===== src/pkg/psp_pkg.sv =====
// package: register map, field positions, reset values and types of the slave port
package psp_pkg;

    // ------------------------------------------------------------------
    // widths
    // ------------------------------------------------------------------
    localparam int DATA_W      = 8;
    localparam int ADDR_W      = 8;
    localparam int PE_PINS     = 3;
    localparam int SYNC_STAGES = 2;
    localparam int CHANNELS    = 2;
    localparam int EV_W        = 3;

    // ------------------------------------------------------------------
    // register offsets
    // ------------------------------------------------------------------
    localparam logic [7:0] ADDR_PORT_D_LATCH_LATCH = 8'h08;
    localparam logic [7:0] ADDR_PERIPHERAL_IRQ_FLAGS_ONE        = 8'h0c;
    localparam logic [7:0] ADDR_PORT_D_LATCH_DIR   = 8'h88;
    localparam logic [7:0] ADDR_PORTE_DIR   = 8'h89;
    localparam logic [7:0] ADDR_PERIPHERAL_IRQ_ENABLES_ONE        = 8'h8c;
    localparam logic [7:0] ADDR_EV_STATUS   = 8'h90;
    localparam logic [7:0] ADDR_EV_MASK     = 8'h91;

    // ------------------------------------------------------------------
    // field positions
    // ------------------------------------------------------------------
    localparam int PE_IBF_BIT  = 7;
    localparam int PE_OBF_BIT  = 6;
    localparam int PE_INPUT_OVERFLOW_FLAG_BIT = 5;
    localparam int PE_MODE_BIT = 4;
    localparam int PE_RD_PIN   = 0;
    localparam int PE_WR_PIN   = 1;
    localparam int PE_CS_PIN   = 2;
    localparam int PIR_PSP_BIT = 7;
    localparam int PIE_PSP_BIT = 7;
    localparam int EV_WR_BIT   = 0;
    localparam int EV_RD_BIT   = 1;
    localparam int EV_OV_BIT   = 2;
    localparam int CH_WR       = 0;
    localparam int CH_RD       = 1;

    // ------------------------------------------------------------------
    // reset values
    // ------------------------------------------------------------------
    localparam logic [7:0] LATCH_RST     = 8'h00;
    localparam logic [7:0] PORT_D_LATCH_DIR_RST = 8'hff;
    localparam logic [2:0] PORTE_DIR_RST = 3'h7;
    localparam logic [2:0] EV_RST        = 3'h0;

    // ------------------------------------------------------------------
    // four-phase instruction clock
    // ------------------------------------------------------------------
    localparam logic [1:0] PH_Q1 = 2'h0;
    localparam logic [1:0] PH_Q2 = 2'h1;
    localparam logic [1:0] PH_Q4 = 2'h3;

    typedef enum logic [1:0] {SEQ_IDLE, SEQ_WAIT_Q2, SEQ_WAIT_Q4} psp_seq_e;

    typedef struct packed {
        logic [ADDR_W-1:0] addr;
        logic [DATA_W-1:0] wdata;
        logic              wr;
        logic              rd;
    } psp_req_s;

endpackage : psp_pkg


===== src/psp_top.sv =====
// parallel slave port: host-side byte latches, status flags and interrupts
// ----------------------------------------------------------------------
// Notes on behaviour
// - mode select bit makes the data port a parallel slave port
// - mode turns port E pins 0..2 into read, write, chip select
// - one address: writes go to out latch, reads return in latch in slave mode, synced pins outside it
// - in slave mode data direction register is ignored; host strobes decide
// - host write in progress while chip select and write both low
// - write end sets input-full at Q4 following next Q2
// - write end sets done interrupt flag together with input-full
// - input-full cleared only by firmware reading the in latch or by leaving slave mode
// - second host write before firmware read sets overflow flag
// - host read start clears output-full and drives out latch
// - read end sets done interrupt flag at Q4 after next Q2
// - output-full stays low until firmware writes the out latch
// - outside slave mode full flags clear; overflow kept until cleared
// - done flag sticky until firmware clears; enable bit gates request
// ----------------------------------------------------------------------
`timescale 1ns/10ps
module psp_top import psp_pkg::*; (
    input  wire logic              core_clk,
    input  wire logic              rst,
    input  wire psp_req_s          busReq,
    output logic      [DATA_W-1:0] rdData,
    input  wire logic [DATA_W-1:0] portDIn,
    output logic      [DATA_W-1:0] portDOut,
    output logic      [DATA_W-1:0] portDOe,
    input  wire logic [PE_PINS-1:0] portEIn,
    output logic                   portIrq,
    output logic                   irq
);

    // ------------------------------------------------------------------
    // declarations
    // ------------------------------------------------------------------
    logic [DATA_W+PE_PINS-1:0] pinSync;
    logic [DATA_W-1:0]         dataSync;
    logic [1:0]                phase;
    logic                      rdN;
    logic                      wrN;
    logic                      csN;
    logic                      modeR;
    logic [PE_PINS-1:0]        peDirR;
    logic [DATA_W-1:0]         pdDirR;
    logic [DATA_W-1:0]         inLatchR;
    logic                      ibfR;
    logic                      obfR;
    logic                      ibovR;
    logic                      pirFlagR;
    logic                      pieR;
    logic [EV_W-1:0]           evStatR;
    logic [EV_W-1:0]           evMaskR;
    logic [EV_W-1:0]           evSet;
    logic                      wrActive;
    logic                      rdActive;
    logic                      wrActiveD;
    logic                      rdActiveD;
    logic                      wrStart;
    logic                      rdStart;
    logic                      ovfSet;
    logic [CHANNELS-1:0]       endEvt;
    logic [CHANNELS-1:0]       done;
    psp_seq_e                  seqState [CHANNELS];
    logic                      portDWrite;
    logic                      portDRead;
    logic                      peWrite;
    logic                      pirWrite;
    logic                      pieWrite;
    logic                      evRead;
    logic                      evMaskWrite;
    logic [DATA_W-1:0]         rdValue;

    // ------------------------------------------------------------------
    // pin synchronisers and phase clock
    // ------------------------------------------------------------------
    // strobes and data share one sync so captured bytes align with strobes
    psp_sync #(
        .WIDTH (DATA_W + PE_PINS)
    ) u_sync (
        .core_clk (core_clk),
        .rst      (rst),
        .pinIn    ({portEIn, portDIn}),
        .pinSync  (pinSync)
    );

    psp_phase u_phase (
        .core_clk (core_clk),
        .rst      (rst),
        .phase    (phase)
    );

    assign dataSync = pinSync[DATA_W-1:0];
    assign rdN      = pinSync[DATA_W+PE_RD_PIN];
    assign wrN      = pinSync[DATA_W+PE_WR_PIN];
    assign csN      = pinSync[DATA_W+PE_CS_PIN];

    // ------------------------------------------------------------------
    // strobe decode
    // ------------------------------------------------------------------
    assign wrActive = modeR & ~csN & ~wrN;
    assign rdActive = modeR & ~csN & ~rdN;
    assign wrStart  = wrActive & ~wrActiveD;
    assign rdStart  = rdActive & ~rdActiveD;
    assign endEvt[CH_WR] = wrActiveD & ~wrActive;
    assign endEvt[CH_RD] = rdActiveD & ~rdActive;
    // a byte still in flight to input-full also counts as unread
    assign ovfSet   = wrStart & (ibfR | (seqState[CH_WR] != SEQ_IDLE));

    always_ff @(posedge core_clk or posedge rst) begin
        if (rst) begin
            wrActiveD <= 1'b0;
            rdActiveD <= 1'b0;
        end else begin
            wrActiveD <= wrActive;
            rdActiveD <= rdActive;
        end
    end

    // ------------------------------------------------------------------
    // completion sequencers, one per direction
    // ------------------------------------------------------------------
    // an end seen while a sequence runs is merged into it, not queued
    genvar ch;
    generate
        for (ch = 0; ch < CHANNELS; ch++) begin : g_seq
            assign done[ch] = (seqState[ch] == SEQ_WAIT_Q4) && (phase == PH_Q4);
            always_ff @(posedge core_clk or posedge rst) begin
                if (rst) begin
                    seqState[ch] <= SEQ_IDLE;
                end else begin
                    case (seqState[ch])
                        SEQ_IDLE: begin
                            if (endEvt[ch]) begin
                                seqState[ch] <= SEQ_WAIT_Q2;
                            end
                        end
                        SEQ_WAIT_Q2: begin
                            if (phase == PH_Q2) begin
                                seqState[ch] <= SEQ_WAIT_Q4;
                            end
                        end
                        SEQ_WAIT_Q4: begin
                            if (phase == PH_Q4) begin
                                seqState[ch] <= SEQ_IDLE;
                            end
                        end
                        default: begin
                            seqState[ch] <= SEQ_IDLE;
                        end
                    endcase
                end
            end
        end
    endgenerate

    // ------------------------------------------------------------------
    // register bus decode
    // ------------------------------------------------------------------
    assign portDWrite  = busReq.wr && (busReq.addr == ADDR_PORT_D_LATCH_LATCH);
    assign portDRead   = busReq.rd && (busReq.addr == ADDR_PORT_D_LATCH_LATCH);
    assign peWrite     = busReq.wr && (busReq.addr == ADDR_PORTE_DIR);
    assign pirWrite    = busReq.wr && (busReq.addr == ADDR_PERIPHERAL_IRQ_FLAGS_ONE);
    assign pieWrite    = busReq.wr && (busReq.addr == ADDR_PERIPHERAL_IRQ_ENABLES_ONE);
    assign evRead      = busReq.rd && (busReq.addr == ADDR_EV_STATUS);
    assign evMaskWrite = busReq.wr && (busReq.addr == ADDR_EV_MASK);

    // ------------------------------------------------------------------
    // configuration registers
    // ------------------------------------------------------------------
    always_ff @(posedge core_clk or posedge rst) begin
        if (rst) begin
            modeR  <= 1'b0;
            peDirR <= PORTE_DIR_RST;
        end else if (peWrite) begin
            modeR  <= busReq.wdata[PE_MODE_BIT];
            peDirR <= busReq.wdata[PE_PINS-1:0];
        end
    end

    always_ff @(posedge core_clk or posedge rst) begin
        if (rst) begin
            pdDirR <= PORT_D_LATCH_DIR_RST;
        end else if (busReq.wr && (busReq.addr == ADDR_PORT_D_LATCH_DIR)) begin
            pdDirR <= busReq.wdata;
        end
    end

    // ------------------------------------------------------------------
    // data latches and pin drive
    // ------------------------------------------------------------------
    always_ff @(posedge core_clk or posedge rst) begin
        if (rst) begin
            portDOut <= LATCH_RST;
        end else if (portDWrite) begin
            portDOut <= busReq.wdata;
        end
    end

    // sampling every cycle of the strobe keeps the last stable byte
    always_ff @(posedge core_clk or posedge rst) begin
        if (rst) begin
            inLatchR <= LATCH_RST;
        end else if (wrActive) begin
            inLatchR <= dataSync;
        end
    end

    always_ff @(posedge core_clk or posedge rst) begin
        if (rst) begin
            portDOe <= '0;
        end else if (modeR) begin
            portDOe <= {DATA_W{rdActive}};
        end else begin
            portDOe <= ~pdDirR;
        end
    end

    // ------------------------------------------------------------------
    // status flags
    // ------------------------------------------------------------------
    always_ff @(posedge core_clk or posedge rst) begin
        if (rst) begin
            ibfR <= 1'b0;
        end else if (!modeR) begin
            ibfR <= 1'b0;
        end else if (done[CH_WR]) begin
            ibfR <= 1'b1;
        end else if (portDRead) begin
            ibfR <= 1'b0;
        end
    end

    // firmware refill in the same cycle as a host read start wins
    always_ff @(posedge core_clk or posedge rst) begin
        if (rst) begin
            obfR <= 1'b0;
        end else if (!modeR) begin
            obfR <= 1'b0;
        end else if (portDWrite) begin
            obfR <= 1'b1;
        end else if (rdStart) begin
            obfR <= 1'b0;
        end
    end

    always_ff @(posedge core_clk or posedge rst) begin
        if (rst) begin
            ibovR <= 1'b0;
        end else if (ovfSet) begin
            ibovR <= 1'b1;
        end else if (peWrite && !busReq.wdata[PE_INPUT_OVERFLOW_FLAG_BIT]) begin
            ibovR <= 1'b0;
        end
    end

    // ------------------------------------------------------------------
    // done interrupt flag and enable
    // ------------------------------------------------------------------
    always_ff @(posedge core_clk or posedge rst) begin
        if (rst) begin
            pirFlagR <= 1'b0;
        end else if (|done) begin
            pirFlagR <= 1'b1;
        end else if (pirWrite) begin
            pirFlagR <= busReq.wdata[PIR_PSP_BIT];
        end
    end

    always_ff @(posedge core_clk or posedge rst) begin
        if (rst) begin
            pieR <= 1'b0;
        end else if (pieWrite) begin
            pieR <= busReq.wdata[PIE_PSP_BIT];
        end
    end

    always_ff @(posedge core_clk or posedge rst) begin
        if (rst) begin
            portIrq <= 1'b0;
        end else begin
            portIrq <= pirFlagR & pieR;
        end
    end

    // ------------------------------------------------------------------
    // event status, mask and summary interrupt
    // ------------------------------------------------------------------
    assign evSet = {ovfSet, done[CH_RD], done[CH_WR]};

    // set beats the clearing read so no event is lost
    always_ff @(posedge core_clk or posedge rst) begin
        if (rst) begin
            evStatR <= EV_RST;
        end else begin
            evStatR <= (evRead ? EV_RST : evStatR) | evSet;
        end
    end

    always_ff @(posedge core_clk or posedge rst) begin
        if (rst) begin
            evMaskR <= EV_RST;
        end else if (evMaskWrite) begin
            evMaskR <= busReq.wdata[EV_W-1:0];
        end
    end

    always_ff @(posedge core_clk or posedge rst) begin
        if (rst) begin
            irq <= 1'b0;
        end else begin
            irq <= |(evStatR & evMaskR);
        end
    end

    // ------------------------------------------------------------------
    // read data
    // ------------------------------------------------------------------
    always_comb begin
        rdValue = '0;
        case (busReq.addr)
            ADDR_PORT_D_LATCH_LATCH: rdValue = modeR ? inLatchR : dataSync;
            ADDR_PORTE_DIR:   rdValue = {ibfR, obfR, ibovR, modeR, 1'b0, peDirR};
            ADDR_PORT_D_LATCH_DIR:   rdValue = pdDirR;
            ADDR_PERIPHERAL_IRQ_FLAGS_ONE:        rdValue = {pirFlagR, 7'h00};
            ADDR_PERIPHERAL_IRQ_ENABLES_ONE:        rdValue = {pieR, 7'h00};
            ADDR_EV_STATUS:   rdValue = {5'h00, evStatR};
            ADDR_EV_MASK:     rdValue = {5'h00, evMaskR};
            default:          rdValue = '0;
        endcase
    end

    always_ff @(posedge core_clk or posedge rst) begin
        if (rst) begin
            rdData <= '0;
        end else begin
            rdData <= busReq.rd ? rdValue : '0;
        end
    end
endmodule : psp_top


===== src/psp_sync.sv =====
// two-flop synchroniser for a vector of pin inputs
`timescale 1ns/10ps
module psp_sync import psp_pkg::*; #(
    parameter int WIDTH = 11
) (
    input  wire logic             core_clk,
    input  wire logic             rst,
    input  wire logic [WIDTH-1:0] pinIn,
    output logic      [WIDTH-1:0] pinSync
);

    // ------------------------------------------------------------------
    // stages
    // ------------------------------------------------------------------
    // first stage feeds only the second; nothing else may look at it
    logic [WIDTH-1:0] meta_r;

    always_ff @(posedge core_clk or posedge rst) begin
        if (rst) begin
            meta_r  <= '1;
            pinSync <= '1;
        end else begin
            meta_r  <= pinIn;
            pinSync <= meta_r;
        end
    end

endmodule : psp_sync


===== src/psp_phase.sv =====
// free-running four-phase instruction clock counter
`timescale 1ns/10ps
module psp_phase import psp_pkg::*; (
    input  wire logic       core_clk,
    input  wire logic       rst,
    output logic      [1:0] phase
);

    // ------------------------------------------------------------------
    // phase counter
    // ------------------------------------------------------------------
    always_ff @(posedge core_clk or posedge rst) begin
        if (rst) begin
            phase <= PH_Q1;
        end else begin
            phase <= phase + 2'h1;
        end
    end

endmodule : psp_phase


===== config.mk =====
export PLATFORM = sky130hd
export DESIGN_NAME = psp_top
export DESIGN_NICKNAME = d
export VERILOG_FILES = /design/src/pkg/psp_pkg.sv /design/src/psp_top.sv /design/src/psp_sync.sv /design/src/psp_phase.sv
export SDC_FILE = /design/constraint.sdc
export NUM_CORES = 1
export LEC_CHECK = 0
export BUFFER_PORTS_ARGS = -buffer_cell sky130_fd_sc_hd__buf_2
export CORE_ASPECT_RATIO = 1.5
export CORE_UTILIZATION = 55
export DETAILED_ROUTE_END_ITERATION = 7
export MAX_ROUTING_LAYER = met4
export PLACE_DENSITY = 0.88
export SLEW_MARGIN = 20
export SYNTH_ARGS = -nofsm -noshare
export SYNTH_HDL_FRONTEND = slang
export SYNTH_HIERARCHICAL = 1
export SYNTH_SLANG_ARGS = --single-unit

===== constraint.sdc =====
create_clock -name core_clk -period 6.44 [get_ports core_clk]
set_clock_uncertainty 0.1 [all_clocks]
set_input_delay 1.288 -clock core_clk [delete_from_list [all_inputs] [get_ports core_clk]]
set_output_delay 1.288 -clock core_clk [all_outputs]
set_load 0.02 [all_outputs]

==> results.md <==
Status:
- The run finished with clean final reports.

Route:
- For this block, the initial DRC count from the detailed router was 284.
- The count of TritonRoute iterations in the first routing pass is 4.
- Dividing the detail-routed via count by the number of cells gives 5.66.
- The routed layout has 2185 vias.
- The remaining antenna violation count after routing is 0.
- Dividing the detail-routed wire length by the instance count gives 17.4 um.
- The DRC violation count after routing is 0.
- For this block, the routed nets add up to 6730 um of wire.

Die:
- The width of the chip is 67.1 um.
- The effective utilization at floorplan is 0.571.
- The height of the die is 99.7 um.
- The total number of placement rows is 35.
- The core area is 0.00613 mm^2.
- The die footprint is 0.00669 mm^2.
- The count of pins on the block boundary is 57.

Power:
- The part of the total power dissipated in sequential elements is 0.554.
- The switching component of the power is 0.276 mW.
- The total leakage power is 1.86 nW.
- Across the VDD grid, the largest voltage drop is 0.184 mV.
- In this run the power density over the cells is 270 mW/mm^2.
- Of the total power, the share spent switching nets is 0.253.
- The internal power of the cells totals 0.814 mW.
- The portion of total power attributed to the clock network is 0.364.
- The share of total power dissipated in combinational logic is 0.082.

Finish:
- Measured on the finished design, the core utilization comes to 0.659.
- The area of all placed cells without fillers is 0.00404 mm^2.
- The total inserted antenna cells is 0.
- The area added between synthesis and finish is 15.5%.
- The commonest non-fill, non-tap cell in the layout is buf_2.
- The library cells used most frequently in the layout, excluding fill and tap cells, are buf_2 (56), dfrtp_1 (54), dfstp_2 (33), mux2_2 (24), nand2_1 (15).
- Of the cells placed in the final design, the portion with a size suffix greater than 1 is 0.481.
- The net count of the finished layout is 338.

Logic synthesis:
- The number of enable-type register cells in the synthesized netlist is 0.
- The share of the Yosys chip area taken by registers is 0.634.
- In this run, distinct cell masters in the synthesized netlist total 52.
- The number of nets handed over by synthesis was 280.
- The area of the mapped netlist is 0.00350 mm^2.
- The most used flip-flop cell after synthesis is dfrtp_1.
- The synthesized instance count is 249.
- During synthesis, Yosys emitted a total of 6 warnings.
- By area the synthesized netlist is led by dfrtp_1 (39%), dfstp_2 (25%), mux2_2 (7.7%).
- The library cell occupying the most area in the post-synthesis netlist is dfrtp_1.
- The total of flip-flops plus latches after synthesis is 87.
- The fraction of registers with async set/reset is 1.00.
- A synthesized cell averages 14.1 um^2.
- The share of synthesized area in the top cell type comes to 0.386.

Critical path:
- The launching point of the worst reg2reg path is modeR.
- Data on the critical path is required at its endpoint by 6.59 ns.
- Setup slack on the worst reg-to-reg path comes out at 4.11 ns.
- STA classifies the critical path endpoint as a flip-flop.
- The worst setup path is launched from an input pin.
- STA puts the critical path data arrival time at 2.80 ns.
- The worst setup path is of the input pin to flip-flop kind.
- The highest fanout seen on the critical path is 13.
- In this run the worst setup path begins at busReq[14].

GRT:
- The pin count of the biggest net entering global routing is 64.
- For this run the aggregate overflow at the end of global routing stands at 0.
- The wire length of the first global-routing pass is 10500 um.
- In the global route stage, overall resource usage came out at 0.228.
- The via count of the first global-routing pass is 2181.
- The number of antenna violations at the first check in global routing is 0.

STA:
- The final number of max-transition violations is 0.
- Adding up every negative setup slack in the final design gives 0 ns.
- The period utilization is 0.412.
- The final number of hold-violating endpoints was 0.
- The worst pin sits at a relative slew slack of 0.441.
- In the post-route analysis, the smallest setup slack over all paths is 3.79 ns.
- The final critical path time including I/O delays and setup is 2.65 ns.
- Setup repair after global routing left no endpoint under its margin.
- The fmax is 377 MHz.
- The count of final setup violators is 0.
- At the pin with the least slew margin, the transition time is 0.838 ns.

Placed design:
- The final RePlAce weighted congestion is 0.909.
- The cell area after placement is 0.00382 mm^2.
- The count of input and output buffers is 56.
- Timing analysis after detailed placement gives a worst setup slack of 3.08 ns.
- The total half-perimeter wirelength after legalization and detailed placement is 4800 um.

CTS:
- The count of hold-fix buffers inserted at cts is 0.
- The H-tree depth is 3.
- Clock latency on the worst-skew pair, taken at its later pin, is 0.35 ns.
- The clock-pin slew on the worst setup and hold paths is 0.09 ns.
- TritonCTS built the clock tree.
- CTS saw 87 sinks.
- Post-CTS repair changed the size of 0 cells.
- The buffer depth of the longest clock path is 2.
- The clock root buffer master is clkbuf_8.
- The number of buffers inserted during clock tree synthesis is 9.
- After clock tree synthesis, the setup repair step added 0 buffers.

Worst hold path:
- The path class of the lowest-slack min-delay path is flip-flop to flip-flop.
- The origin of the worst min-delay path is u_sync/meta_r[8].

Flow run:
- The max-cap violation count is 0.
-- registers in the layout (all words and copies together) (netlist names), 2 cells and up --
signal          count
u_phase/phase       2
seqState            4
evMaskR             3
peDirR              3
pdDirR              8
portDOut            8
u_sync/meta_r      11
evStatR             3
inLatchR            8
u_sync/pinSync     11
rdData              8
portDOe             8
-- per-layer routing --
metal	up-vias	global-route usage	share of wire
met5	-	-	0
met4	0	0.159	0.031
met3	19	0.0390	0.060
met2	95	0.353	0.53
met1	1066	0.262	0.38
li1	1005	-	-
-- critical path, stage by stage --
cell	delay [ns]
buf_2	0.14
nor4b_4	0.68
nand3_1	0.34
mux2_2	0.35
-- power by group through the flow --
stage	sequential, mW	clock [mW]	combinational (mW)
2_1_floorplan	0.618	0	0.0487
3_3_place_gp	0.612	0	0.0865
3_5_place_dp	0.614	0	0.0893
4_1_cts	0.604	0.408	0.0897
5_1_grt	0.608	0.433	0.0969
6_report	0.604	0.397	0.0890
-- final cells by class --
class	instances	area, um^2
multi-input combinational	144	1200
clock inverter	7	88.8
clock buffer	9	124
fill	456	2090
tap	74	92.6
inverter	8	30.0
timing repair buffer	57	288
sequential	87	2220
-- metrics by stage --
| stage | std cells | hold WS [ns] | power [mW] |
|---|---|---|---|
| 3_5_place_dp | 370 | 0.247 | 0.703 |
| 3_3_place_gp | 370 | 0.246 | 0.698 |
| 2_1_floorplan | 249 | 0.245 | 0.667 |
| 5_1_grt | 386 | 0.263 | 1.14 |
| 6_report | 386 | 0.258 | 1.09 |
| 4_1_cts | 386 | 0.259 | 1.10 |
-- cells by family (layout without fill, tap and decap cells) --
group | after synthesis | count (layout) | synth area share
AOI/OAI and AO/OA | 44 | 44 | 0.0879
buffers and inverters | 18 | 81 | 0.0257
and+or+nand+nor | 55 | 55 | 0.104
xor gates and xnor gates | 1 | 1 | 0.00250
muxes | 44 | 44 | 0.146
DFF | 87 | 87 | 0.634
-- Yosys cell counts (2+ instances only) --
master	number
o21ai_0	13
o22ai_1	2
a32o_1	2
or4_1	2
a21oi_1	3
dfstp_2	33
inv_1	8
a21boi_1	3
mux2_2	24
and2_1	3
nand2_1	15
a2bb2oi_1	4
nor2_1	6
dfrtp_1	54
buf_2	2
nand2b_1	6
a22oi_1	2
a21boi_0	3
clkbuf_1	4
mux2i_1	11
o2bb2ai_1	7
mux2_4	8
nand3_1	5
-- worst paths after layout --
check,endpoint,cells after the start
worst min register to register,u_sync/pinSync[8],0
min in group asynchronous,u_phase/phase[1],2
worst max register to register,inLatchR[4],3
worst min-delay path,u_sync/pinSync[8],0
worst max-delay path,modeR,4
max in group asynchronous,rdActiveD,3
No activity file was read; power rests on OpenSTA's default activity.
